<file path="config.mk">
export PLATFORM = sky130hd
export DESIGN_NAME = pspc_top
export DESIGN_NICKNAME = d
export VERILOG_FILES = /design/src/shared/pspc_pkg.sv /design/src/core/pspc_pad_ctrl.sv /design/src/core/pspc_top.sv
export VERILOG_INCLUDE_DIRS = /design/src /design/src/shared
export SDC_FILE = /design/constraint.sdc
export NUM_CORES = 1
export LEC_CHECK = 0
export ABC_AREA = 1
export BUFFER_PORTS_ARGS = -buffer_cell sky130_fd_sc_hd__buf_4
export CAP_MARGIN = 0
export CORE_AREA = 2 2 88 90
export CTS_CLUSTER_SIZE = 28
export DETAILED_ROUTE_END_ITERATION = 8
export DIE_AREA = 0 0 90 92
export PLACE_DENSITY = 0.7
export SYNTH_ARGS = -nofsm -noshare
export SYNTH_HDL_FRONTEND = slang
export SYNTH_SLANG_ARGS = --single-unit
</file>
<file path="constraint.sdc">
create_clock -name ref_clk -period 1.36 [get_ports ref_clk]
set_clock_uncertainty 0.05 [all_clocks]
set_input_delay 0.136 -clock ref_clk [delete_from_list [all_inputs] [get_ports ref_clk]]
set_output_delay 0.136 -clock ref_clk [all_outputs]
set_load 0.005 [all_outputs]
</file>
<file path="src/shared/pspc_consts.svh">
// Register offsets, field positions, reset values and codes of the port standby and pull control.
// Assumes a 32-bit APB slave with byte addresses; included by bare name.
`ifndef PSPC_CONSTS_SVH
`define PSPC_CONSTS_SVH

// =====================================================================
// Register byte offsets
`define PSPC_OFS_SYSCTL2   12'h000
`define PSPC_OFS_DIR       12'h004
`define PSPC_OFS_DATA      12'h008
`define PSPC_OFS_PINS      12'h00c
`define PSPC_OFS_STATUS    12'h010

// =====================================================================
// Field positions in system_control_two
`define PSPC_HMODE_LO      0
`define PSPC_HMODE_HI      1
`define PSPC_STANDBY_PIN_DRIVE_ENABLE_BIT      2
`define PSPC_HALT_BIT      3
`define PSPC_SYSCTL2_W     4

// =====================================================================
// Codes and reset values
`define PSPC_HMODE_STANDBY 2'h1
`define PSPC_SYSCTL2_RST   4'h0
`define PSPC_DIR_RST       8'h00
`define PSPC_DATA_RST      8'h00
`define PSPC_PORT_W        8

`endif

</file>
<file path="src/shared/pspc_pkg.sv">
// Types shared by the port standby and pull control.
// Assumes pspc_consts.svh is on the include path.
`include "pspc_consts.svh"

package pspc_pkg;

   // =====================================================================
   // Port-wide and bus-wide types
   typedef logic [`PSPC_PORT_W-1:0] pspc_port_t;
   typedef logic [31:0]             pspc_word_t;
   typedef logic [11:0]             pspc_addr_t;

endpackage

</file>
<file path="src/core/pspc_pad_ctrl.sv">
// Per-pin pad control: output drive, output enable, pull switch and input gating.
// Assumes all inputs are on ref_clk already; the caller registers the results.
`timescale 1ns/1ps
`include "pspc_consts.svh"

module pspc_pad_ctrl (
   input  wire pspc_pkg::pspc_port_t dirOut,
   input  wire pspc_pkg::pspc_port_t portData,
   input  wire pspc_pkg::pspc_port_t pinSync,
   input  wire logic                 standby,
   output logic [`PSPC_PORT_W-1:0]   padOutNxt,
   output logic [`PSPC_PORT_W-1:0]   padOeNxt,
   output logic [`PSPC_PORT_W-1:0]   pullEnNxt,
   output logic [`PSPC_PORT_W-1:0]   pinGated
);

   // =====================================================================
   // Pin slices
   genvar i;
   generate
      for (i = 0; i < `PSPC_PORT_W; i = i + 1) begin : gPin
         // Drivers are released in standby so no pin sources current.
         assign padOeNxt[i]  = dirOut[i] & ~standby;                 // [RULE7]
         assign padOutNxt[i] = dirOut[i] & portData[i] & ~standby;   // [RULE7]
         // An input pin takes its pull switch from its data bit; an output pin never pulls.
         assign pullEnNxt[i] = ~dirOut[i] & portData[i];             // [RULE3] [RULE4]
         // Input buffers are gated to 0 so floating pins draw nothing in standby.
         assign pinGated[i]  = pinSync[i] & ~standby;                // [RULE7]
      end
   endgenerate

endmodule

</file>
<file path="src/core/pspc_top.sv">
// Port standby and pull control: APB register file, standby gating and pad control.
// Assumes an APB master on ref_clk and pads with separate out, enable, pull and in signals.
//
// Functional notes
// RULE1: Standby gate goes high when halt set, mode field 01, drive-enable clear.
// RULE2: Drive-enable set forces standby gate to 0 whatever halt and mode hold.
// RULE3: Pull resistor is software switchable only while the pin is an input.
// RULE4: For an input pin the port data bit switches its pull resistor.
// RULE5: Software must not read-modify-write the port data register.
// RULE6: Undefined register bits read undefined; this design returns zero there.
// RULE7: In standby, output drivers are released and input buffers are gated.
`timescale 1ns/1ps
`include "pspc_consts.svh"

module pspc_top (
   input  wire logic                 ref_clk,
   input  wire logic                 rst_n,
   input  wire logic                 psel,
   input  wire logic                 penable,
   input  wire logic                 pwrite,
   input  wire pspc_pkg::pspc_addr_t paddr,
   input  wire pspc_pkg::pspc_word_t pwdata,
   input  wire logic [3:0]           pstrb,
   output pspc_pkg::pspc_word_t      prdata,
   output logic                      pready,
   output logic                      pslverr,
   input  wire pspc_pkg::pspc_port_t padIn,
   input  wire logic                 wakeReq,
   output pspc_pkg::pspc_port_t      padOut,
   output pspc_pkg::pspc_port_t      padOe,
   output pspc_pkg::pspc_port_t      pullEn,
   output logic                      standbyGate
);

   // =====================================================================
   // Register map
   // Offset 0x000 is system_control_two: [1:0] halt_mode_select, [2] standby_pin_drive_enable, [3] halt.
   // Offset 0x004 is the direction register, one bit per pin, where 1 makes the pin an output.
   // Offset 0x008 is port_four_data: output level of output pins, pull switch of input pins.
   // Offset 0x00c returns the synchronised pin levels, which read as 0 during standby.
   // Offset 0x010 is the status word: [0] standby gate, [1] halt.
   // Every field sits in byte 0, so only byte lane 0 is honoured on writes.
   // Upper bits of every word read as zero.

   // =====================================================================
   // Bus timing
   // A request is taken on its first access edge, and pready follows one edge later.
   // Each transfer therefore costs a setup, an access and one wait cycle.
   // The wait state keeps the answer registered at the price of one cycle per transfer.
   // The bus cannot stop a read-modify-write of the data register; software must write it whole.

   // =====================================================================
   // Register state
   logic [`PSPC_SYSCTL2_W-1:0] sysCtl_r;
   logic [`PSPC_SYSCTL2_W-1:0] sysCtl_nxt;
   pspc_pkg::pspc_port_t       dir_r;
   pspc_pkg::pspc_port_t       dir_nxt;
   pspc_pkg::pspc_port_t       data_r;
   pspc_pkg::pspc_port_t       data_nxt;
   pspc_pkg::pspc_word_t       prdata_r;
   pspc_pkg::pspc_word_t       prdata_nxt;
   logic                       pready_r;
   logic                       pslverr_r;
   logic                       pslverr_nxt;
   logic                       standby_r;
   logic                       standby_nxt;
   pspc_pkg::pspc_port_t       padOut_r;
   pspc_pkg::pspc_port_t       padOe_r;
   pspc_pkg::pspc_port_t       pullEn_r;

   // =====================================================================
   // Synchronisers for pins
   pspc_pkg::pspc_port_t pinMeta_r;
   pspc_pkg::pspc_port_t pinSync_r;
   logic                 wakeMeta_r;
   logic                 wakeSync_r;

   // Two flops per pin; only the second stage feeds any logic.
   always_ff @(posedge ref_clk) begin
      if (!rst_n) begin
         pinMeta_r  <= 8'h00;
         pinSync_r  <= 8'h00;
         wakeMeta_r <= 1'b0;
         wakeSync_r <= 1'b0;
      end else begin
         pinMeta_r  <= padIn;
         pinSync_r  <= pinMeta_r;
         wakeMeta_r <= wakeReq;
         wakeSync_r <= wakeMeta_r;
      end
   end

   // =====================================================================
   // APB decode
   function automatic logic pspc_hit(input pspc_pkg::pspc_addr_t a, input pspc_pkg::pspc_addr_t ofs);
      pspc_hit = (a == ofs);
   endfunction

   wire accessNow = psel & penable & ~pready_r;
   wire wrNow     = accessNow & pwrite;
   wire wrLane0   = wrNow & pstrb[0];
   wire hitSys    = pspc_hit(paddr, `PSPC_OFS_SYSCTL2);
   wire hitDir    = pspc_hit(paddr, `PSPC_OFS_DIR);
   wire hitData   = pspc_hit(paddr, `PSPC_OFS_DATA);
   wire hitPins   = pspc_hit(paddr, `PSPC_OFS_PINS);
   wire hitStat   = pspc_hit(paddr, `PSPC_OFS_STATUS);
   wire hitAny    = hitSys | hitDir | hitData | hitPins | hitStat;
   wire wrSys     = wrLane0 & hitSys;
   wire wrDir     = wrLane0 & hitDir;
   wire wrData    = wrLane0 & hitData;

   // =====================================================================
   // Pad control slice
   pspc_pkg::pspc_port_t padOutNxt;
   pspc_pkg::pspc_port_t padOeNxt;
   pspc_pkg::pspc_port_t pullEnNxt;
   pspc_pkg::pspc_port_t pinGated;

   pspc_pad_ctrl uPad (
      .dirOut    (dir_r),
      .portData  (data_r),
      .pinSync   (pinSync_r),
      .standby   (standby_r),
      .padOutNxt (padOutNxt),
      .padOeNxt  (padOeNxt),
      .pullEnNxt (pullEnNxt),
      .pinGated  (pinGated)
   );

   // =====================================================================
   // Next values of the control registers
   wire [1:0] hModeWr = pwdata[`PSPC_HMODE_HI:`PSPC_HMODE_LO];
   wire       drveWr  = pwdata[`PSPC_STANDBY_PIN_DRIVE_ENABLE_BIT];
   wire       haltWr  = pwdata[`PSPC_HALT_BIT];
   wire       haltSet = wrSys & haltWr;
   // A wake request ends halt; a halt set in the same cycle still wins.
   wire       haltNxt = haltSet | (sysCtl_r[`PSPC_HALT_BIT] & ~wakeSync_r & ~(wrSys & ~haltWr));

   assign sysCtl_nxt = wrSys ? {haltNxt, drveWr, hModeWr}
                             : {haltNxt, sysCtl_r[`PSPC_STANDBY_PIN_DRIVE_ENABLE_BIT:0]};
   assign dir_nxt    = wrDir ? pwdata[`PSPC_PORT_W-1:0] : dir_r;
   // The data register doubles as the pull switch of input pins, so a read-back
   // of gated pin levels written here would change pulls; software writes it whole.
   assign data_nxt   = wrData ? pwdata[`PSPC_PORT_W-1:0] : data_r;   // [RULE4]

   // =====================================================================
   // Standby gating
   // Formed from next register values so the gate follows a write by one edge.
   wire [1:0] hModeNxt = sysCtl_nxt[`PSPC_HMODE_HI:`PSPC_HMODE_LO];
   assign standby_nxt = sysCtl_nxt[`PSPC_HALT_BIT]
                      & (hModeNxt == `PSPC_HMODE_STANDBY)   // [RULE1]
                      & ~sysCtl_nxt[`PSPC_STANDBY_PIN_DRIVE_ENABLE_BIT];        // [RULE2]

   // =====================================================================
   // Read data and error answer
   wire [31:0] rdSys  = {28'h0000000, sysCtl_r};
   wire [31:0] rdDir  = {24'h000000, dir_r};
   wire [31:0] rdData = {24'h000000, data_r};
   wire [31:0] rdPins = {24'h000000, pinGated};
   wire [31:0] rdStat = {30'h0, sysCtl_r[`PSPC_HALT_BIT], standby_r};
   // Undefined bits and unmapped reads return zero, which software must not rely on.
   wire [31:0] rdMux  = hitSys  ? rdSys  :
                        hitDir  ? rdDir  :
                        hitData ? rdData :
                        hitPins ? rdPins :
                        hitStat ? rdStat : 32'h00000000;   // [RULE6]

   assign prdata_nxt  = (accessNow & ~pwrite) ? rdMux : prdata_r;
   assign pslverr_nxt = accessNow & ~hitAny;

   // =====================================================================
   // Control registers
   always_ff @(posedge ref_clk) begin
      if (!rst_n) begin
         sysCtl_r <= `PSPC_SYSCTL2_RST;
         dir_r    <= `PSPC_DIR_RST;
         data_r   <= `PSPC_DATA_RST;
      end else begin
         sysCtl_r <= sysCtl_nxt;
         dir_r    <= dir_nxt;
         data_r   <= data_nxt;
      end
   end

   // =====================================================================
   // Bus answer: one wait state, so pready rises in the second access cycle.
   always_ff @(posedge ref_clk) begin
      if (!rst_n) begin
         prdata_r  <= 32'h00000000;
         pready_r  <= 1'b0;
         pslverr_r <= 1'b0;
      end else begin
         prdata_r  <= prdata_nxt;
         pready_r  <= accessNow;
         pslverr_r <= pslverr_nxt;
      end
   end

   // =====================================================================
   // Pad and standby outputs, all registered.
   always_ff @(posedge ref_clk) begin
      if (!rst_n) begin
         standby_r <= 1'b0;
         padOut_r  <= 8'h00;
         padOe_r   <= 8'h00;
         pullEn_r  <= 8'h00;
      end else begin
         standby_r <= standby_nxt;   // [RULE1] [RULE2]
         padOut_r  <= padOutNxt;     // [RULE7]
         padOe_r   <= padOeNxt;      // [RULE7]
         pullEn_r  <= pullEnNxt;     // [RULE3]
      end
   end

   // =====================================================================
   // Port outputs, each taken straight from its flip-flop.
   assign prdata      = prdata_r;
   assign pready      = pready_r;
   assign pslverr     = pslverr_r;
   assign standbyGate = standby_r;
   assign padOut      = padOut_r;
   assign padOe       = padOe_r;
   assign pullEn      = pullEn_r;

endmodule

</file>
; ---- Yosys cells after proc, flatten, opt, wreduce, memory -nomap -nowiden
; Index checks and enable logic that the tools add are counted.
[totals]
register_bits = 97
inputBits = 62
out_inout_bits = 59
wordCells = 102
[op_classes]
n_eq_ne = 5
n_mux = 6
bitwise_logic = 76
n_reduce_logical = 1
[op_table]
columns = op, n
row1 = 1-bit bitwise AND, 55
row2 = 8-bit 2-to-1 mux, 4
row3 = "12-bit by 4-bit equality test with 1-bit output, second input constant", 2
row4 = 1-bit NOT, 16
row5 = "12-bit by 3-bit equality test with 1-bit output, second input constant", 1
row6 = "12-bit by 5-bit equality test with 1-bit output, second input constant", 1
row7 = 12-bit logical NOT, 1
row8 = 1-bit bitwise OR, 5
row9 = 3-bit 2-to-1 mux, 1
row10 = "2-bit by 1-bit equality test with 1-bit output, second input constant", 1
row11 = 2-bit 2-to-1 mux, 1

; ---- Logic depth before layout (Yosys ltp)
; Gate-level depths: netlist (run 1).
[depth]
depth_word = 11
mapped_depth = 10
depth_no_buf = 10

; ---- Modules after synthesis
; From an unflattened synthesis (run 1), not the netlist that was laid out.
[unflattened]
cells_unflattened = 457
hier_area_um2 = 3243.1
[by_module_without_submodules]
columns = module, n_inst, cells_per_inst, area_per_inst_um2, seq_area_each_um2
row1 = pspc_top, 1, 391, 2980.4, 1461.4
row2 = pspc_pad_ctrl, 1, 66, 262.8, 0.0

; ---- Least setup slack after synthesis (run 1)
; Ideal clock, no wire load.
[synth_path]
path_kind = reg-to-reg
startpoint = reg pready_r (netlist: pready)
endpoint = reg dir_r[6]
setup_ns = 0.119
arrival_time_ns = 1.238
required_ns = 1.191
path_slack_ns = -0.047
path_stages_with_launch = 7
n_path_buf = 1
synth_period_minus_slack_ns = 1.407
cell_sequence = dfxtp_1 > nand3b_1 > nor2_2 > nand4_2 > buf_2 > o21ai_1 > a21oi_1
[synth_via]
elab_chain_len = 5
[synth_lines]
columns = item, line_no
row1 = from (decl), pspc_top.sv:62  ; logic pready_r;
row2 = from (signal assigned), pspc_top.sv:194  ; pready_r <= accessNow;
row3 = 1-bit NOT, pspc_top.sv:99  ; wire accessNow = psel & penable & ~pready_r;
row4 = 1-bit bitwise AND, pspc_top.sv:99
row5 = 1-bit bitwise AND, pspc_top.sv:100  ; wire wrNow = accessNow & pwrite;
row6 = 1-bit bitwise AND, pspc_top.sv:101  ; wire wrLane0 = wrNow & pstrb[0];
row7 = 1-bit bitwise AND, pspc_top.sv:109  ; wire wrDir = wrLane0 & hitDir;
row8 = to (signal assigned), pspc_top.sv:176  ; dir_r <= `PSPC_DIR_RST;
row9 = to (signal assigned), pspc_top.sv:180  ; dir_r <= dir_nxt;
row10 = to (decl), pspc_top.sv:56  ; pspc_pkg::pspc_port_t dir_r;
; No other way between the ends.
; A chain may end at the register's enable or synchronous reset.

; ---- Worst setup path in the final report (run 1)
[layout_path]
startpoint = reg pready_r (netlist: pready)
endpoint = reg dir_r[0]
; The elaborated chain is that of the path after synthesis.

==> results of run 1 <==
==> final cells by class <==
class | count | area (um^2)
repair buffers | 105 | 838
flip-flops and latches | 73 | 1460
fillers | 706 | 3450
multi-input cells | 216 | 1120
clock buffers | 9 | 124
well taps | 102 | 128
inverters | 53 | 199
clock inverters | 7 | 118
==> cell usage after synthesis (all sizes together) <==
cell type,number
nand4,9
inv,52
nand3b,2
nand2b,1
conb,1
a21oi,24
clkinv,1
nor3,18
nor2,29
buf,30
o211ai,1
nand3,14
dfxtp,73
clkbuf,7
o21ai,25
nand2,59
nor4,9
==> worst max-delay path, stage by stage, from the launching register on <==
cell      delay [ps]
dfxtp_2          320
nand3b_1         210
nor2_4           180
nand4_4          150
buf_6            170
buf_4            130
a21oi_1          130
==> metrics by stage <==
stage	utilization	cell area [um^2]	hold slack (ps)
after floorplan	-	2950	184
after global placement	0.476	3540	273
after detailed placement	0.476	3540	271
after CTS	0.533	3970	5.36
after global routing	0.536	3990	25.4
final	0.536	3990	13.6
==> flip-flops by register name (all words and copies together) (netlist names) <==
signal       flops
data_r           8
dir_r            8
padOe            8
padOut           8
pinMeta_r        8
pinSync_r        8
prdata           8
pullEn           8
sysCtl_r         4
pready           1
pslverr          1
standbyGate      1
wakeMeta_r       1
wakeSync_r       1
==> routing by layer <==
layer / up-vias / global-route usage
li1: 1294 / -
met1: 1081 / 0.178
met2: 72 / 0.268
met3: 11 / 0.0353
met4: 0 / 0.0782
met5: - / 0
==> cells in the final DEF (no fill, tap or decap), types with 2 or more instances in the layout <==
cell           instances
clkinv_2               2
clkbuf_8               9
nor3_1                17
conb_1                24
o21ai_0               10
o21ai_1                9
a21oi_2                3
inv_1                 50
dfxtp_1               72
nand4_1                8
nor2_2                 3
nor4_1                 9
buf_6                  4
bufinv_16              3
o21ai_2                6
a21oi_1               21
inv_2                  2
nand3_1               13
nor2_1                21
nand2_2                2
dlygate4sd3_1          9
nand3b_1               2
nand2_1               55
buf_4                 91
nor2_4                 5
==> worst max-delay path by stage <==
stage	start	end	slack (ps)	depth (start not counted)
finish	pready	dir_r[0]	-50	6
global route	pready	standbyGate	-150	7
CTS	pready	dir_r[0]	-70	6
detailed placement	paddr[7]	data_r[0]	-110	8
global placement	pready	standbyGate	-80	7
floorplan	pready	dir_r[6]	-9	6
==> logic make-up after synthesis <==
family,Yosys count,synth area share
other cells,1,0.00131
simple gates,141,0.245
buf+inv,90,0.152
compound gates,50,0.0899
flops,73,0.512
==> where the power goes <==
part | internal, uW | switching, uW
clock network | 1220 | 793
logic | 136 | 144
registers | 2160 | 6.70
==> timing repair <==
item	4_1_cts	5_1_grt
endpoints found under the setup margin	18	28
pin swaps	3	5
endpoints found under the hold margin	9	0
gates cloned	2	0
resized for setup	15	13
hold buffers	9	0
buffers inserted	3	1
==> results.py, run 1 <==
metrics = {
    "min_path": {
        "hold_path_end": "dir_r[7]",
        "min_from": "pwdata[7]",
        "holdPathStages": 3,
        "hold_path_class": "input pin to register",
    },
    "finish": {
        "finalNonFillerCells": 565,
        "drive_gt1_frac": 0.302,
        "nNetsFinal": 520,
        "diodes": 0,
        "syn_to_final_growth_pct": 39.9,
    },
    "global_route": {
        "grt_pass1_vias": 2301,
        "track_usage": 0.154,
        "overflow": 0,
        "grt_pass1_wl_um": 10100,
        "antenna_found_initial": 0,
        "grt_start_max_net_pins": 36,
    },
    "setup_path": {
        "r2r-start": "pready",
        "cp_data_arrival_time_ps": 1630,
        "critPathKind": "register to register",
        "reg2reg_to": "dir_r[0]",
        "worstRegToRegCells": 6,
        "crit_fanout": 7,
        "r2r_setup_slack_ps": -50,
        "end_kind": "register",
        "required_ps": 1580,
        "worstSetupStartpointType": "register",
    },
    "detailed_routing": {
        "wl_met1_um": 2670,
        "via_per_inst": 4.35,
        "top_layer_used": "met4",
        "met3_length_um": 307,
        "drt_pre_antenna_iters": 5,
        "ant_nets": 0,
        "wire_per_inst_um": 10.8,
        "drc": 0,
        "drt_iter0_drc": 103,
        "met2WireLength_um": 3030,
        "via_count": 2458,
        "postRouteWirelength_um": 6130,
    },
    "floorplan": {
        "io_pins": 121,
        "dieWidth_um": 90,
        "fp-row-count": 32,
        "die_h_um": 92,
        "start_util": 0.383,
        "coreArea_mm2": 0.00745,
        "design.die.area_mm2": 0.00828,
    },
    "placement": {
        "dp_hpwl_um": 4430,
        "gp_congestion": 0.826,
        "placed_cells": 535,
        "place_ws_ps": -107,
        "io_buffer_count": 69,
    },
    "sta": {
        "finalSetupTns_ps": -216,
        "rsz0062_at_grt": "yes",
        "final_max_slew_viol_count": 0,
        "min_period_ps": 1410,
        "final-hold-violation-count": 0,
        "setup_ws_ps": -48.6,
        "fin_crit_sh": 1.04,
        "setup_viol": 10,
        "fmax_mhz": 710,
    },
    "power": {
        "p_leak_uw": 0.00185,
        "vdd_drop_max_v": 0.000503,
        "p_total_uw": 4460,
        "p_per_area_mw_per_mm2": 1120,
    },
    "clock_network": {
        "cts_root_buf": "clkbuf_8",
        "numCtsBuffers": 9,
        "worst_skew_pair.late_latency_ps": 340,
        "clk_pin_slew_worst_paths_ps": 80,
        "cts_sinks": 73,
        "clockBufferDepth": 2,
        "cts_tree": "built",
        "cts_max_level": 3,
    },
    "yosys": {
        "yosysTopAreaCell": "dfxtp_1",
        "ys_ff_latch": 73,
        "synth-warning-count": 0,
        "synth.avg_cell_area_um2": 8.04,
        "synth.cell_area_mm2": 0.00285,
        "syn_inst": 355,
        "yosys.cell_types.count": 29,
        "ys_top_cells_by_area": "dfxtp_1 (51%), nand2_1 (7.2%), inv_1 (6.7%)",
        "synth.top_cell.area_share": 0.512,
        "seq_area_frac_synth": 0.512,
    },
    "run": {
        "drv_cap": 0,
    },
    "status": {
        "status": "complete, but fails checks",
        "failed_checks": "setup timing",
    },
}
Power figures use the tool's default switching activity.
==> run 2: changes to the inputs <==
==> constraint.sdc (replaced) <==
create_clock -name ref_clk -period 1.36 [get_ports ref_clk]
set_clock_uncertainty 0.05 [all_clocks]
set_input_delay 0.272 -clock ref_clk [delete_from_list [all_inputs] [get_ports ref_clk]]
set_output_delay 0.272 -clock ref_clk [all_outputs]
set_load 0.005 [all_outputs]
==> results.py, run 2 (same netlist as run 1, synthesis figures left out) <==
metrics = {
    "setup_path": {
        "slowest_stage": "dfxtp_2",
        "r2r_setup_slack_ps": -60,
        "worstSetupStartpointType": "register",
        "critPathKind": "register to register",
        "critical_path.max_stage_delay_ps": 320,
        "path_cells": "nand3b_1 -> nor2_4 -> buf_4 -> nand3_2 -> o21ai_2 -> a21oi_1",
        "cp_data_arrival_time_ps": 1600,
        "required_ps": 1540,
        "end_kind": "register",
        "crit_fanout": 7,
    },
    "global_route": {
        "grt_pass1_wl_um": 9340,
        "use_met3": 0.0353,
        "grtUsageMet1": 0.165,
        "grt_pass1_vias": 2121,
        "overflow": 0,
        "grt_start_max_net_pins": 36,
        "grt_use_met2": 0.244,
        "top_usage_layer": "met2",
        "antenna_found_initial": 0,
        "track_usage": 0.143,
    },
    "clock_network": {
        "cts_root_buf": "clkbuf_8",
        "cts_tree": "built",
        "clockBufferDepth": 2,
        "cts_sinks": 73,
        "numCtsBuffers": 9,
        "cts_hold_buf": 0,
        "clk_pin_slew_worst_paths_ps": 70,
        "worst_skew_pair.late_latency_ps": 340,
        "cts_max_level": 3,
    },
    "detailed_routing": {
        "postRouteWirelength_um": 6140,
        "via_per_inst": 4.34,
        "drt_pre_antenna_iters": 4,
        "drt_iter0_drc": 151,
        "ant_nets": 0,
        "wire_per_inst_um": 10.9,
        "via_count": 2441,
        "drc": 0,
    },
    "power": {
        "p_leak_uw": 0.00183,
        "p_per_area_mw_per_mm2": 1080,
        "vdd_drop_max_v": 0.000589,
    },
    "floorplan": {
        "start_util": 0.383,
        "die_h_um": 92,
        "fp-row-count": 32,
        "dieWidth_um": 90,
        "coreArea_mm2": 0.00745,
        "io_pins": 121,
        "design.die.area_mm2": 0.00828,
    },
    "placement": {
        "place_ws_ps": -278,
        "placed_cells": 542,
        "io_buffer_count": 69,
        "gp_congestion": 0.795,
        "dp_hpwl_um": 4540,
    },
    "finish": {
        "finalNonFillerCells": 562,
        "diodes": 0,
        "syn_to_final_growth_pct": 37.8,
        "drive_gt1_frac": 0.320,
        "nNetsFinal": 517,
        "final_common_cell": "buf_4",
        "final_cell_mix": "buf_4 (98), dfxtp_1 (72), nand2_1 (54)",
    },
    "sta": {
        "rsz0062_at_grt": "yes",
        "fin_crit_sh": 1.04,
        "final_max_slew_viol_count": 0,
        "final-hold-violation-count": 0,
        "min_period_ps": 1420,
        "setup_viol": 13,
        "setup_ws_ps": -56.5,
        "fmax_mhz": 706,
    },
    "min_path": {
        "hold_path_class": "input pin to register",
    },
    "run": {
        "drv_cap": 0,
    },
    "status": {
        "failed_checks": "setup timing",
        "status": "complete, but fails checks",
    },
}
-- run 2: changes by cell type in the layout (fill, tap and decap cells not counted), sizes merged --
cell,change
buf,+6
clkinvlp,+1
bufinv,-1
inv,-1
dlygate4sd3,-9
clkinv,+1
-- run 2: report_power, final --
| part | switching [uW] | leakage [uW] | internal (uW) |
|---|---|---|---|
| registers | 6.97 | 0.000592 | 2160 |
| clock network | 782 | 0.000109 | 1030 |
| logic | 143 | 0.00113 | 124 |
-- run 2: stage by stage --
step	hold slack, ps	setup TNS (ps)	instance area (um^2)	power, uW	utilization
final	54.6	-458	3930	4250	0.528
after global routing	55.4	-2050	3930	4400	0.528
after CTS	43.1	-552	3820	4260	0.514
after detailed placement	349	-5590	3590	2470	0.483
after global placement	346	-4890	3590	2460	0.483
after floorplan	320	-18.5	2950	2380	-
-- run 2: final cells by class --
class                           instances  area (um^2)
Clock buffer                            9          124
Clock inverter                          7         95.1
Fill cell                             702         3510
Inverter                               53          199
Multi-Input combinational cell        216         1130
Sequential cell                        73         1460
Tap cell                              102          128
Timing Repair Buffer                  102          790
-- run 2: worst max-delay path, delay by kind of cell, from the launching register on --
kind | cells | cell delay [ps]
and+or+nand+nor | 3 | 570
AOI/OAI and AO/OA | 2 | 210
buffers and inverters | 1 | 160
DFF | 1 | 320
-- run 2: final timing paths --
kind / startpoint / cells past startpoint / endpoint
worst max-delay path: pready / 6 / data_r[4]
worst min-delay path: padIn[3] / 3 / pinMeta_r[3]
worst max register to register: pready / 6 / data_r[4]
worst min register to register: wakeMeta_r / 2 / wakeSync_r
-- run 2: repair_timing --
item | in CTS | in global routing
gates resized for setup | 3 | 26
cloned | 0 | 1
endpoints found under the setup margin | 22 | 28
pin swaps | 0 | 5
setup buffers | 0 | 3
-- run 2: routing by layer --
metal / vias up / wire length, um
met5: - / 0
met4: 0 / 150
met2: 89 / 3030
met3: 18 / 373
li1: 1293 / -
met1: 1041 / 2590
